[config.mk]
export PLATFORM = sky130hd
export DESIGN_NAME = lpi_pin_ctrl
export DESIGN_NICKNAME = d
export VERILOG_FILES = /design/src/hw/lpi_pkg.sv /design/src/hw/lpi_pin_ctrl.sv
export VERILOG_INCLUDE_DIRS = /design/src /design/src/hw
export SDC_FILE = /design/constraint.sdc
export NUM_CORES = 1
export LEC_CHECK = 0
export ABC_CLOCK_PERIOD_IN_PS = 9500
export BUFFER_PORTS_ARGS = -buffer_cell sky130_fd_sc_hd__buf_2
export CORE_MARGIN = 3
export CORE_UTILIZATION = 50
export CTS_CLUSTER_SIZE = 28
export DETAILED_ROUTE_END_ITERATION = 12
export PLACE_DENSITY = 0.73
export SYNTH_ARGS = -nofsm -noshare
export SYNTH_HDL_FRONTEND = slang
export SYNTH_SLANG_ARGS = --single-unit
[constraint.sdc]
create_clock -name clk_i -period 9.5 [get_ports clk_i]
set_input_delay 1.9 -clock clk_i [delete_from_list [all_inputs] [get_ports clk_i]]
set_output_delay 1.9 -clock clk_i [all_outputs]
set_load 0.01 [all_outputs]
[src/hw/lpi_defs.svh]
`ifndef LPI_DEFS_SVH
`define LPI_DEFS_SVH

// Register offsets on the six-bit microcontroller port address.
`define LPI_ADDR_W          6
`define LPI_DATA_W          8
`define LPI_OFF_MASK_FIRST  6'h13
`define LPI_OFF_MASK_SECOND 6'h14
`define LPI_OFF_STAT_FIRST  6'h18
`define LPI_OFF_STAT_SECOND 6'h19
`define LPI_OFF_GLOBAL_CTRL 6'h20
`define LPI_OFF_CHAN_IND    6'h21

// Field positions in the global interrupt control register.
`define LPI_GC_MASK_BIT     0
`define LPI_GC_POL_HIGH_BIT 1
`define LPI_GC_OPEN_DRN_BIT 2
`define LPI_GC_USED_W       3

// Reset values.
`define LPI_MASK_RST        8'hFF
`define LPI_GCTRL_RST       3'h1
`define LPI_STAT_RST        8'h00
`define LPI_RDATA_UNMAPPED  8'h00

`endif

[src/hw/lpi_pkg.sv]
package lpi_pkg;

  // Line coding selected by the rail and coding mode pins.
  typedef enum logic [1:0] {
    LPI_CODE_B8ZS_HDB3 = 2'h0,
    LPI_CODE_AMI       = 2'h1,
    LPI_CODE_DUAL_CDR  = 2'h2,
    LPI_CODE_SLICER    = 2'h3
  } lpi_code_t;

  // Channel 1 loopback; inband loopback has no pin code.
  typedef enum logic [1:0] {
    LPI_LOOP_NONE    = 2'h0,
    LPI_LOOP_ANALOG  = 2'h1,
    LPI_LOOP_DIGITAL = 2'h2,
    LPI_LOOP_REMOTE  = 2'h3
  } lpi_loop_t;

  typedef struct packed {
    logic       cs_n;
    logic       rd_n;
    logic       wr_n;
    logic [5:0] addr;
    logic [7:0] wdata;
  } lpi_host_port_t;

  typedef struct packed {
    logic      rx_rising;
    logic      dual_rail;
    logic      cdr_enable;
    lpi_code_t code;
    lpi_loop_t loop;
  } lpi_line_cfg_t;

endpackage

[src/hw/lpi_pin_ctrl.sv]
// Contract
// - Edge select pin picks receive clock edge.
// - Rail code 00 single B8ZS/HDB3, 11 slicer.
// - Port acts only while select is low.
// - Loop pins: 00 none, 10 digital, 11 remote.
// - One interrupt output merges enabled sources.
// - Global mask bit and per-source masks.
// - Status and channel indication report causes.
// - Output push-pull either polarity, or open-drain.
`timescale 1ns/1ps
`include "lpi_defs.svh"

module lpi_pin_sync #(
  parameter int         W   = 1,
  parameter logic [W-1:0] RST = '0
) (
  input  wire logic         clk_i,
  input  wire logic         rst_n_i,
  input  wire logic [W-1:0] din_i,
  output logic      [W-1:0] dout_o
);
  logic [W-1:0] s1;
  logic [W-1:0] s2;
  logic [W-1:0] s3;

  // A change is accepted only once the second and third stages agree.
  always_ff @(posedge clk_i or negedge rst_n_i) begin
    if (!rst_n_i) begin
      s1     <= RST;
      s2     <= RST;
      s3     <= RST;
      dout_o <= RST;
    end else begin
      s1 <= din_i;
      s2 <= s1;
      s3 <= s2;
      if (s2 == s3) begin
        dout_o <= s3;
      end
    end
  end
endmodule

module lpi_pin_ctrl import lpi_pkg::*; (
  input  wire logic           clk_i,
  input  wire logic           rst_n_i,
  input  wire logic           hw_mode_i,
  input  wire logic           rx_clock_edge_select_i,
  input  wire logic           rail_coding_mode_hi_i,
  input  wire logic           rail_coding_mode_lo_i,
  input  wire logic           ch1_loop_select_hi_i,
  input  wire logic           ch1_loop_select_lo_i,
  input  wire lpi_host_port_t host_i,
  input  wire logic [7:0]     irq_event_ch1_i,
  input  wire logic [7:0]     irq_event_ch2_i,
  output lpi_line_cfg_t       line_cfg_o,
  output logic [7:0]          data_o,
  output logic                data_oe_o,
  output logic                irq_o,
  output logic                irq_oe_o
);
  localparam lpi_host_port_t HOST_IDLE = '{cs_n: 1'b1, rd_n: 1'b1, wr_n: 1'b1,
                                          addr: '0, wdata: '0};

  logic           rst_q1;
  logic           rst_n;
  lpi_host_port_t hp;
  logic           hp_rd_n_q;
  logic           hp_wr_n_q;
  logic [5:0]     pin_raw;
  logic [5:0]     pin_f;
  logic [7:0]     mask_first;
  logic [7:0]     mask_second;
  logic [7:0]     stat_first;
  logic [7:0]     stat_second;
  logic [`LPI_GC_USED_W-1:0] gctrl;
  logic [7:0]     rd_hold;
  logic [5:0]     rd_addr;

  always_ff @(posedge clk_i or negedge rst_n_i) begin
    if (!rst_n_i) begin
      rst_q1 <= 1'b0;
      rst_n  <= 1'b0;
    end else begin
      rst_q1 <= 1'b1;
      rst_n  <= rst_q1;
    end
  end

  assign pin_raw = {hw_mode_i, rx_clock_edge_select_i, rail_coding_mode_hi_i,
                    rail_coding_mode_lo_i, ch1_loop_select_hi_i, ch1_loop_select_lo_i};

  lpi_pin_sync #(.W(6), .RST(6'h20)) u_pin_sync (
    .clk_i   (clk_i),
    .rst_n_i (rst_n),
    .din_i   (pin_raw),
    .dout_o  (pin_f)
  );

  lpi_pin_sync #(.W($bits(lpi_host_port_t)), .RST(HOST_IDLE)) u_host_sync (
    .clk_i   (clk_i),
    .rst_n_i (rst_n),
    .din_i   (host_i),
    .dout_o  (hp)
  );

  // Pin configuration decode.
  wire       hw_mode   = pin_f[5];
  wire [1:0] rail_code = pin_f[3:2];
  wire [1:0] loop_code = pin_f[1:0];
  lpi_line_cfg_t next_line_cfg;
  assign next_line_cfg.rx_rising  = ~pin_f[4];
  assign next_line_cfg.code       = lpi_code_t'(rail_code);
  assign next_line_cfg.dual_rail  = rail_code[1];
  assign next_line_cfg.cdr_enable = (rail_code != LPI_CODE_SLICER);
  assign next_line_cfg.loop       = lpi_loop_t'(loop_code);

  // Pins only steer the line while in hardware control mode; otherwise the last setting holds.
  always_ff @(posedge clk_i or negedge rst_n) begin
    if (!rst_n) begin
      line_cfg_o <= '0;
    end else if (hw_mode) begin
      line_cfg_o <= next_line_cfg;
    end
  end

  wire port_sel = !hp.cs_n && !hw_mode;
  wire wr_fall  = port_sel && hp_wr_n_q && !hp.wr_n;
  wire rd_fall  = port_sel && hp_rd_n_q && !hp.rd_n;
  wire rd_rise  = !hp_rd_n_q && hp.rd_n;
  wire hit_mask_first  = (hp.addr == `LPI_OFF_MASK_FIRST);
  wire hit_mask_second = (hp.addr == `LPI_OFF_MASK_SECOND);
  wire hit_gctrl       = (hp.addr == `LPI_OFF_GLOBAL_CTRL);

  wire [7:0] pend_first  = stat_first & ~mask_first;
  wire [7:0] pend_second = stat_second & ~mask_second;
  wire [1:0] chan_ind    = {|pend_second, |pend_first};
  wire       irq_active  = (|chan_ind) && !gctrl[`LPI_GC_MASK_BIT];

  wire [7:0] next_rdata;
  assign next_rdata =
      (hp.addr == `LPI_OFF_MASK_FIRST)  ? mask_first  :
      (hp.addr == `LPI_OFF_MASK_SECOND) ? mask_second :
      (hp.addr == `LPI_OFF_STAT_FIRST)  ? stat_first  :
      (hp.addr == `LPI_OFF_STAT_SECOND) ? stat_second :
      (hp.addr == `LPI_OFF_GLOBAL_CTRL) ? {5'h00, gctrl} :
      (hp.addr == `LPI_OFF_CHAN_IND)    ? {6'h00, chan_ind} :
      `LPI_RDATA_UNMAPPED;

  // Status clears only the bits that the host actually saw, so late events survive.
  wire clr_first  = rd_rise && (rd_addr == `LPI_OFF_STAT_FIRST);
  wire clr_second = rd_rise && (rd_addr == `LPI_OFF_STAT_SECOND);
  wire [7:0] next_stat_first  = (stat_first & ~(clr_first ? rd_hold : 8'h00))
                                | irq_event_ch1_i;
  wire [7:0] next_stat_second = (stat_second & ~(clr_second ? rd_hold : 8'h00))
                                | irq_event_ch2_i;

  always_ff @(posedge clk_i or negedge rst_n) begin
    if (!rst_n) begin
      hp_rd_n_q   <= 1'b1;
      hp_wr_n_q   <= 1'b1;
      mask_first  <= `LPI_MASK_RST;
      mask_second <= `LPI_MASK_RST;
      gctrl       <= `LPI_GCTRL_RST;
      rd_hold     <= `LPI_RDATA_UNMAPPED;
      rd_addr     <= '0;
    end else begin
      hp_rd_n_q <= hp.rd_n;
      hp_wr_n_q <= hp.wr_n;
      if (wr_fall && hit_mask_first) begin
        mask_first <= hp.wdata;
      end
      if (wr_fall && hit_mask_second) begin
        mask_second <= hp.wdata;
      end
      if (wr_fall && hit_gctrl) begin
        gctrl <= hp.wdata[`LPI_GC_USED_W-1:0];
      end
      if (rd_fall) begin
        rd_hold <= next_rdata;
        rd_addr <= hp.addr;
      end else if (rd_rise) begin
        rd_addr <= '0;
      end
    end
  end

  always_ff @(posedge clk_i or negedge rst_n) begin
    if (!rst_n) begin
      stat_first  <= `LPI_STAT_RST;
      stat_second <= `LPI_STAT_RST;
    end else begin
      stat_first  <= next_stat_first;
      stat_second <= next_stat_second;
    end
  end

  assign data_o = rd_hold;

  always_ff @(posedge clk_i or negedge rst_n) begin
    if (!rst_n) begin
      data_oe_o <= 1'b0;
    end else begin
      data_oe_o <= port_sel && !hp.rd_n;
    end
  end

  wire open_drn  = gctrl[`LPI_GC_OPEN_DRN_BIT];
  wire pol_high  = gctrl[`LPI_GC_POL_HIGH_BIT];
  wire next_irq  = open_drn ? 1'b0 : (irq_active ~^ pol_high);
  wire next_oe   = open_drn ? irq_active : 1'b1;

  always_ff @(posedge clk_i or negedge rst_n) begin
    if (!rst_n) begin
      irq_o    <= 1'b1;
      irq_oe_o <= 1'b1;
    end else begin
      irq_o    <= next_irq;
      irq_oe_o <= next_oe;
    end
  end
endmodule

# Word level (Yosys, flattened, before mapping)
# Index checks and enable logic that the tools add are counted.
[op_classes] reduce_logical=23 n_bitwise=12 n_mux=12 n_eq_ne=11
[op_table] operator="$mux 8" n=6
[op_table] operator="$eq 6x5->1 const B" n=6
[op_table] operator="$and 8x8->8" n=4
[op_table] operator="$not 8->8" n=4
[op_table] operator="$eq 17x17->1" n=1
[op_table] operator="$or 8x8->8" n=2
[op_table] operator="$reduce_or 16->1" n=1
[op_table] operator="$reduce_or 8->1" n=2
[op_table] operator="$logic_and 1x1->1" n=13
[op_table] operator="$eq 6x6->1 const B" n=2
[op_table] operator="$mux 6" n=2
[op_table] operator="$eq 6x6->1" n=1
[op_table] operator="$logic_not 1->1" n=6
[op_table] operator="$mux 3" n=1
[op_table] operator="$mux 1" n=2
[op_table] operator="$mux 2" n=1
[op_table] operator="$ne 2x2->1 const B" n=1
[op_table] operator="$reduce_bool 2->1" n=1
[op_table] operator="$not 1->1" n=1
[op_table] operator="$xnor 1x1->1" n=1
[totals] out_inout_bits=18 reg_bits=155

# Depth between registers and ports, before layout
# Gate-level depths: netlist of run 1.
[depth] word_depth=9 ltp_mapped=7 ltp_nobuf=5

# Hierarchy
# A second synthesis of run 1 with hierarchy kept.
[unflattened] cells_unflattened=377 hier_area_um2=5649.2
[by_module_without_submodules] module="lpi_pin_ctrl" cells_per_inst=230 area_each_um2=2742.6 n_inst=1
[by_module_without_submodules] module="lpi_pin_sync at u_host_sync" cells_per_inst=109 area_each_um2=2158.3 n_inst=1
[by_module_without_submodules] module="lpi_pin_sync at u_pin_sync" cells_per_inst=38 area_each_um2=748.2 n_inst=1

# Least setup slack after synthesis of run 1
# No wires, ideal clock.
[synth_path] kind="register to output" start="register line_cfg_o[5] in the netlist's numbering" end="output line_cfg_o[5] in the netlist's numbering" stages_incl_launch_ff=2 required_time_ps=7600 arrival_ps=550 path_buffers=1 path_slack_ps=7050 cell_sequence="dfrtp_1 -> buf_4"
[synth_rtl] item="from (decl)" line="lpi_pin_ctrl.sv:56" text="output lpi_line_cfg_t line_cfg_o,"
[synth_rtl] item="from (signal assigned)" line="lpi_pin_ctrl.sv:123" text="line_cfg_o <= next_line_cfg;"
# No word-level cell between the ends.

# Final worst setup path of run 1
[layout_path] start="register irq_o" end="output irq_o"
[layout_rtl] item="from (decl)" line="lpi_pin_ctrl.sv:59" text="output logic irq_o,"
[layout_rtl] item="from (signal assigned)" line="lpi_pin_ctrl.sv:218" text="irq_o <= next_irq;"
# No word-level cell between the ends.

==> metrics.yaml, run 1 <==
clock_network:
  cts.path.max_buffers: 2
  cts_setup_buffers: 0
  cts_tree: "yes"
  hold_buffers: 0
  insertion_delay_ns: 0.42
  clock-sinks: 154
  cts_max_level: 4
  clk_pin_slew_ns: 0.06
  cts_resized: 0
  numCtsBuffers: 17
  root_buffer: "clkbuf_16"
critical_path:
  slowest_stage: "dfstp_2"
  path_buf_inv: 1
  cp_top_family: "flip-flops"
  slowest_delay_ns: 0.51
  critPathKind: "flop to output port"
  crit_fanout: 1
  critPathCaptureType: "output port"
  worstPathCellList: "buf_2"
  cp.required_ns: 7.60
  cp-start-kind: "flop"
  cp.arrival_ns: 1.04
route:
  vias: 3155
  wire_per_inst_um: 16.1
  detail-route-antenna-nets: 0
  firstDrtPassIters: 4
  routed_wl_um: 9780
  dr.first_iter.drc_count: 181
  drc: 0
  vias_per_cell: 5.20
timing:
  grt_setup_unrepaired: "no"
  relSlewSlack: 0.370
  finalHoldViolCount: 0
  setup_tns_ns: 0
  max_freq_mhz: 340
  whs_ns: 0.345
  fin_skew_ns: 0.00666
  worst_pin_slew_ns: 0.945
  report.final.slew_viol_count: 0
  setup_viol: 0
  fin_ws_ns: 6.56
  fin_crit_sh: 0.309
  min_period_ns: 2.94
synth:
  syn_avg_cell_area_um2: 14.9
  synth_nets: 426
  yosysSeqAreaShare: 0.680
  synth_async_sr_flop_share: 1.00
  syn_area_um2: 5730
  yosys_warnings: 0
  netlist.area_leader.share: 0.511
  synth_cell_types: 46
  synth_edf_count: 0
  synth_top_cell_by_area: "dfrtp_1"
  synth_top_flop_cell: "dfrtp_1"
  syn_inst: 385
  synthTopCellsByArea: "dfrtp_1 51%, dfstp_2 17%, mux2_2 8.1%, mux2_4 2.6%, xnor2_1 2.3%"
  ys_ff_latch: 154
place:
  portBuffers: 58
  post-dp-hpwl_um: 6680
  gp_congestion: 0.837
  pre_cts_ws_ns: 6.99
cells_and_area:
  final_cell_mix: "116 x dfrtp_1, 58 x buf_2, 41 x mux2_2"
  diodes: 0
  nNetsFinal: 495
  drive_above_1_share: 0.403
  n_fill_cell: 853
  post-route-util: 0.609
  final_common_cell: "dfrtp_1"
  area_delta_synth_final_pct: 17.1
grt:
  antenna_found_initial: 0
  grt_first_pass_wirelength_um: 16900
  grt_pass1_vias: 3409
  overflow: 0
  grt_util_all_layers: 0.171
  grt_max_degree: 82
floorplanning:
  pin_count: 59
  initial_utilization: 0.520
  rows: 38
  coreArea_um2: 11000
  dieArea_um2: 12800
  die_h_um: 113
  die_w_um: 113
min_path:
  hp-class: "flop to flop"
power_and_ir_drop:
  leakage_uw: 0.00288
  p_per_area_nw_per_um2: 212
  max-vdd-ir-drop_mv: 0.157
  power.total_uw: 1420
job:
  drv_cap: 0
status:
  status: "completed"
-- registers in the layout, summed over array words and instances (netlist names) --
name / cells
u_host_sync.s3: 17
u_pin_sync.s2: 6
rst_n: 1
stat_second: 8
hp_wr_n_q: 1
rd_addr: 6
data_oe_o: 1
data_o: 8
hp_rd_n_q: 1
u_host_sync.dout_o: 17
u_host_sync.s2: 17
line_cfg_o: 6
u_host_sync.s1: 17
gctrl: 3
irq_oe_o: 1
u_pin_sync.dout_o: 6
irq_o: 1
mask_first: 8
mask_second: 8
u_pin_sync.s3: 6
stat_first: 8
rst_q1: 1
u_pin_sync.s1: 6
-- cell type report --
cell class,count,area (µm²),area share
clock buffer,22,464,0.0692
clock inverter,10,96.3,0.0144
inverter,6,22.5,0.00336
multi-input combinational,216,1750,0.261
sequential,154,3900,0.582
tap,140,175,0.0261
timing repair buffer,59,298,0.0444
-- synth_stat cells, types with 8 or more instances --
cell type and instances:
dfstp_2 37, dfrtp_1 117, nand2_1 32, nor2b_1 13
xor2_1 9, a221oi_1 8, mux2_4 10, nor2_1 13
a21o_1 16, xnor2_1 15, mux2_2 41
-- where the power goes --
| group | leakage (µW) | total (µW) | switching, µW | internal (µW) |
|---|---|---|---|---|
| Sequential | 0.00173 | 727 | 30.5 | 696 |
| Combinational | 0.000881 | 74.4 | 33.6 | 40.8 |
| Clock | 0.000263 | 624 | 250 | 374 |
-- cells by family after synthesis --
| family | Yosys count | synth area share |
|---|---|---|
| DFF | 154 | 0.680 |
| and+or+nand+nor | 81 | 0.0801 |
| muxes | 58 | 0.119 |
| AOI/OAI and AO/OA | 52 | 0.0694 |
| xor gates and xnor gates | 24 | 0.0367 |
| buffers and inverters | 15 | 0.0142 |
| other | 1 | 0.000654 |
-- routing by layer --
metal  routed length [µm]  track usage
met1                 4450        0.223
met2                 4670        0.260
met3                  520       0.0615
met4                  140       0.0737
met5                    0            0
-- per-stage QoR --
step	std cells	cell area [µm²]
finish	607	6710
global route	607	6710
CTS	607	6710
detailed placement	575	6150
global placement	575	6150
floorplan	385	5730
-- final timing paths --
kind,start,to,slack [ns],depth (start not counted)
max in group asynchronous,rst_n,stat_second[6],7.59,1
setup reg to reg,u_host_sync.s3[14],u_host_sync.dout_o[7],7.30,5
hold / removal,u_host_sync.s1[3],u_host_sync.s2[3],0.35,0
setup / recovery,irq_o,irq_o,6.56,1
min in group asynchronous,rst_n,u_host_sync.s1[4],0.49,0
hold reg to reg,u_host_sync.s1[3],u_host_sync.s2[3],0.35,0
-- worst register-to-register path, stage by stage (launching register included) --
cell and delay (ns):
dfstp_2 0.54, xnor2_1 0.12, nand3_1 0.12, nor3_2 0.22, nand4_2 0.57, mux2_4 0.51
(Power assumes the default switching activity.)
==> run 2, diff against run 1 <==
--- a/config.mk
+++ b/config.mk
@@ -6,13 +6,14 @@
 export SDC_FILE = /design/constraint.sdc
 export NUM_CORES = 1
 export LEC_CHECK = 0
-export ABC_CLOCK_PERIOD_IN_PS = 9500
+export ABC_AREA = 1
+export ABC_CLOCK_PERIOD_IN_PS = 2650
 export BUFFER_PORTS_ARGS = -buffer_cell sky130_fd_sc_hd__buf_2
 export CORE_MARGIN = 3
 export CORE_UTILIZATION = 50
 export CTS_CLUSTER_SIZE = 28
 export DETAILED_ROUTE_END_ITERATION = 12
-export PLACE_DENSITY = 0.73
+export PLACE_DENSITY = 0.76
 export SYNTH_ARGS = -nofsm -noshare
 export SYNTH_HDL_FRONTEND = slang
 export SYNTH_SLANG_ARGS = --single-unit
==> constraint.sdc (replaced) <==
create_clock -name clk_i -period 2.65 [get_ports clk_i]
set_input_delay 0.53 -clock clk_i [delete_from_list [all_inputs] [get_ports clk_i]]
set_output_delay 0.53 -clock clk_i [all_outputs]
set_load 0.01 [all_outputs]
==> metrics.yaml, run 2 <==
status:
  status: "completed"
synth:
  yosys_warnings: 0
  synthTopCellsByArea: "dfrtp_1 50%, dfstp_2 16%, nand2_1 10%, inv_1 5.2%, o21ai_0 4.2%"
  yosysSeqAreaShare: 0.661
  synth_cell_types: 30
  synth_top_flop_cell: "dfrtp_1"
  syn_area_um2: 5900
  synth_edf_count: 0
  netlist.area_leader.share: 0.496
  ys_ff_latch: 154
  synth_async_sr_flop_share: 1.00
  yosysMostFrequentCell: "nand2_1"
  synth_top_cell_by_area: "dfrtp_1"
  syn_avg_cell_area_um2: 10.1
  syn_inst: 587
  synth_nets: 628
  synth_common_cells: "163 x nand2_1, 117 x dfrtp_1, 82 x inv_1, 49 x o21ai_0, 37 x dfstp_2"
place:
  post-dp-hpwl_um: 7530
  gp_congestion: 0.959
  portBuffers: 58
  dp_cells: 783
timing:
  relSlewSlack: 0.491
  setup_viol: 0
  max_freq_mhz: 529
  fin_skew_ns: 0.00704
  grt_setup_unrepaired: "no"
  setup_tns_ns: 0
  fin_crit_sh: 0.713
  min_period_ns: 1.89
  finalHoldViolCount: 0
  report.final.slew_viol_count: 0
  worst_pin_slew_ns: 0.763
power_and_ir_drop:
  switching_share: 0.232
  leakage_uw: 0.00336
  clkPwrFrac: 0.461
  power.internal_uw: 4180
  p_per_area_nw_per_um2: 777
  power_switching_uw: 1260
  power_frac_comb: 0.062
  seqPwrFrac: 0.478
  max-vdd-ir-drop_mv: 0.681
job:
  drv_cap: 0
grt:
  use_met2: 0.304
  grt_first_pass_wirelength_um: 19100
  grt_util_all_layers: 0.184
  grt_use_met1: 0.232
  grt_max_degree: 153
  grt.busiest_layer: "met2"
  globalRouteMet3Util: 0.0529
  grt_pass1_vias: 4132
  overflow: 0
  antenna_found_initial: 0
cells_and_area:
  regArea_um2: 3900
  nNetsFinal: 701
  drive_above_1_share: 0.221
  final_common_cell: "nand2_1"
  final_cell_mix: "163 x nand2_1, 116 x dfrtp_1, 82 x inv_1"
  fin_cells: 816
  n_fill_cell: 901
  area_delta_synth_final_pct: 18.4
  multi_input_area_um2: 1630
  diodes: 0
floorplanning:
  coreArea_um2: 11500
  dieArea_um2: 13100
  initial_utilization: 0.515
  die_h_um: 115
  pin_count: 59
  die_w_um: 115
  rows: 39
clock_network:
  root_buffer: "clkbuf_16"
  cts_tree: "yes"
  hold_buffers: 1
  cts_resized: 0
  cts_setup_buffers: 0
  cts_max_level: 4
  clock-sinks: 154
  numCtsBuffers: 17
  insertion_delay_ns: 0.41
  clk_pin_slew_ns: 0.06
  cts.path.max_buffers: 2
min_path:
  hp-class: "primary input to flop"
critical_path:
  critPathCaptureType: "flop"
  worstPathCellList: "nor3_1 > nand2_1 > inv_1 > o21ai_0 > nor2_1 > a21oi_1"
  cp.required_ns: 2.92
  slowest_delay_ns: 0.42
  cp-start-kind: "flop"
  cp.arrival_ns: 2.16
  slowest_stage: "dfstp_2"
  critPathKind: "flop to flop"
  crit_fanout: 17
route:
  vias: 4040
  drc: 0
  wire_per_inst_um: 13.4
  routed_wl_um: 10900
  detail-route-antenna-nets: 0
  firstDrtPassIters: 5
  dr.first_iter.drc_count: 309
  vias_per_cell: 4.95
==> run 2: worst paths after layout <==
kind | start | end | slack (ns) | depth (start not counted)
setup reg to reg | u_pin_sync.dout_o[5] | data_o[3] | 0.76 | 6
hold / removal | host_i[14] | u_host_sync.s1[14] | 0.22 | 1
max in group asynchronous | rst_n | u_pin_sync.s3[4] | 1.65 | 1
min in group asynchronous | rst_n | stat_second[2] | 0.43 | 1
hold reg to reg | u_host_sync.s1[9] | u_host_sync.s2[9] | 0.35 | 0
setup / recovery | u_pin_sync.dout_o[5] | data_o[3] | 0.76 | 6
==> run 2: stage by stage <==
stage / instance area (µm²) / util / setup slack [ns] / hold slack (ns) / total power, µW
6_report: 6990 / 0.610 / 0.760 / 0.216 / 5440
5_1_grt: 6990 / 0.610 / 0.537 / 0.194 / 5660
4_1_cts: 6990 / 0.610 / 0.752 / 0.200 / 5500
3_5_place_dp: 6360 / 0.555 / 0.798 / 0.317 / 2970
3_3_place_gp: 6360 / 0.555 / 0.851 / 0.316 / 2950
2_1_floorplan: 5900 / - / 0.133 / 0.234 / 2820
==> run 2: final cells by class <==
class | instances | area share
multi-input cells | 340 | 0.233
inverters | 84 | 0.0451
clock inverters | 13 | 0.0258
well taps | 143 | 0.0256
repair buffers | 63 | 0.0490
flip-flops and latches | 154 | 0.558
clock buffers | 19 | 0.0634
==> run 2: cell families after synthesis <==
kind of cell              Yosys count  synth area share
and+or+nand+nor                   252             0.188
buffers and inverters              93            0.0636
DFF                               154             0.661
other                               1          0.000635
xor gates and xnor gates           15            0.0223
AOI/OAI and AO/OA                  72            0.0646
==> run 2: critical path, delay by kind of cell, from the launching register on <==
kind	cells	cell delay, ns
flip-flops	1	0.42
AND/OR/NAND/NOR	3	0.78
AO/OA/AOI/OAI	2	0.20
buffers and inverters	1	0.35
==> run 2: power groups by stage <==
stage	clock [µW]	sequential, µW	combinational [µW]
floorplan	0	2670	150
global placement	0	2630	319
detailed placement	0	2630	334
CTS	2560	2600	344
global route	2670	2610	384
finish	2500	2600	336
==> run 2: routing by layer <==
layer	share of wire	wire length, µm
met1	0.43	4720
met2	0.50	5490
met3	0.052	573
met4	0.013	137
met5	0	0
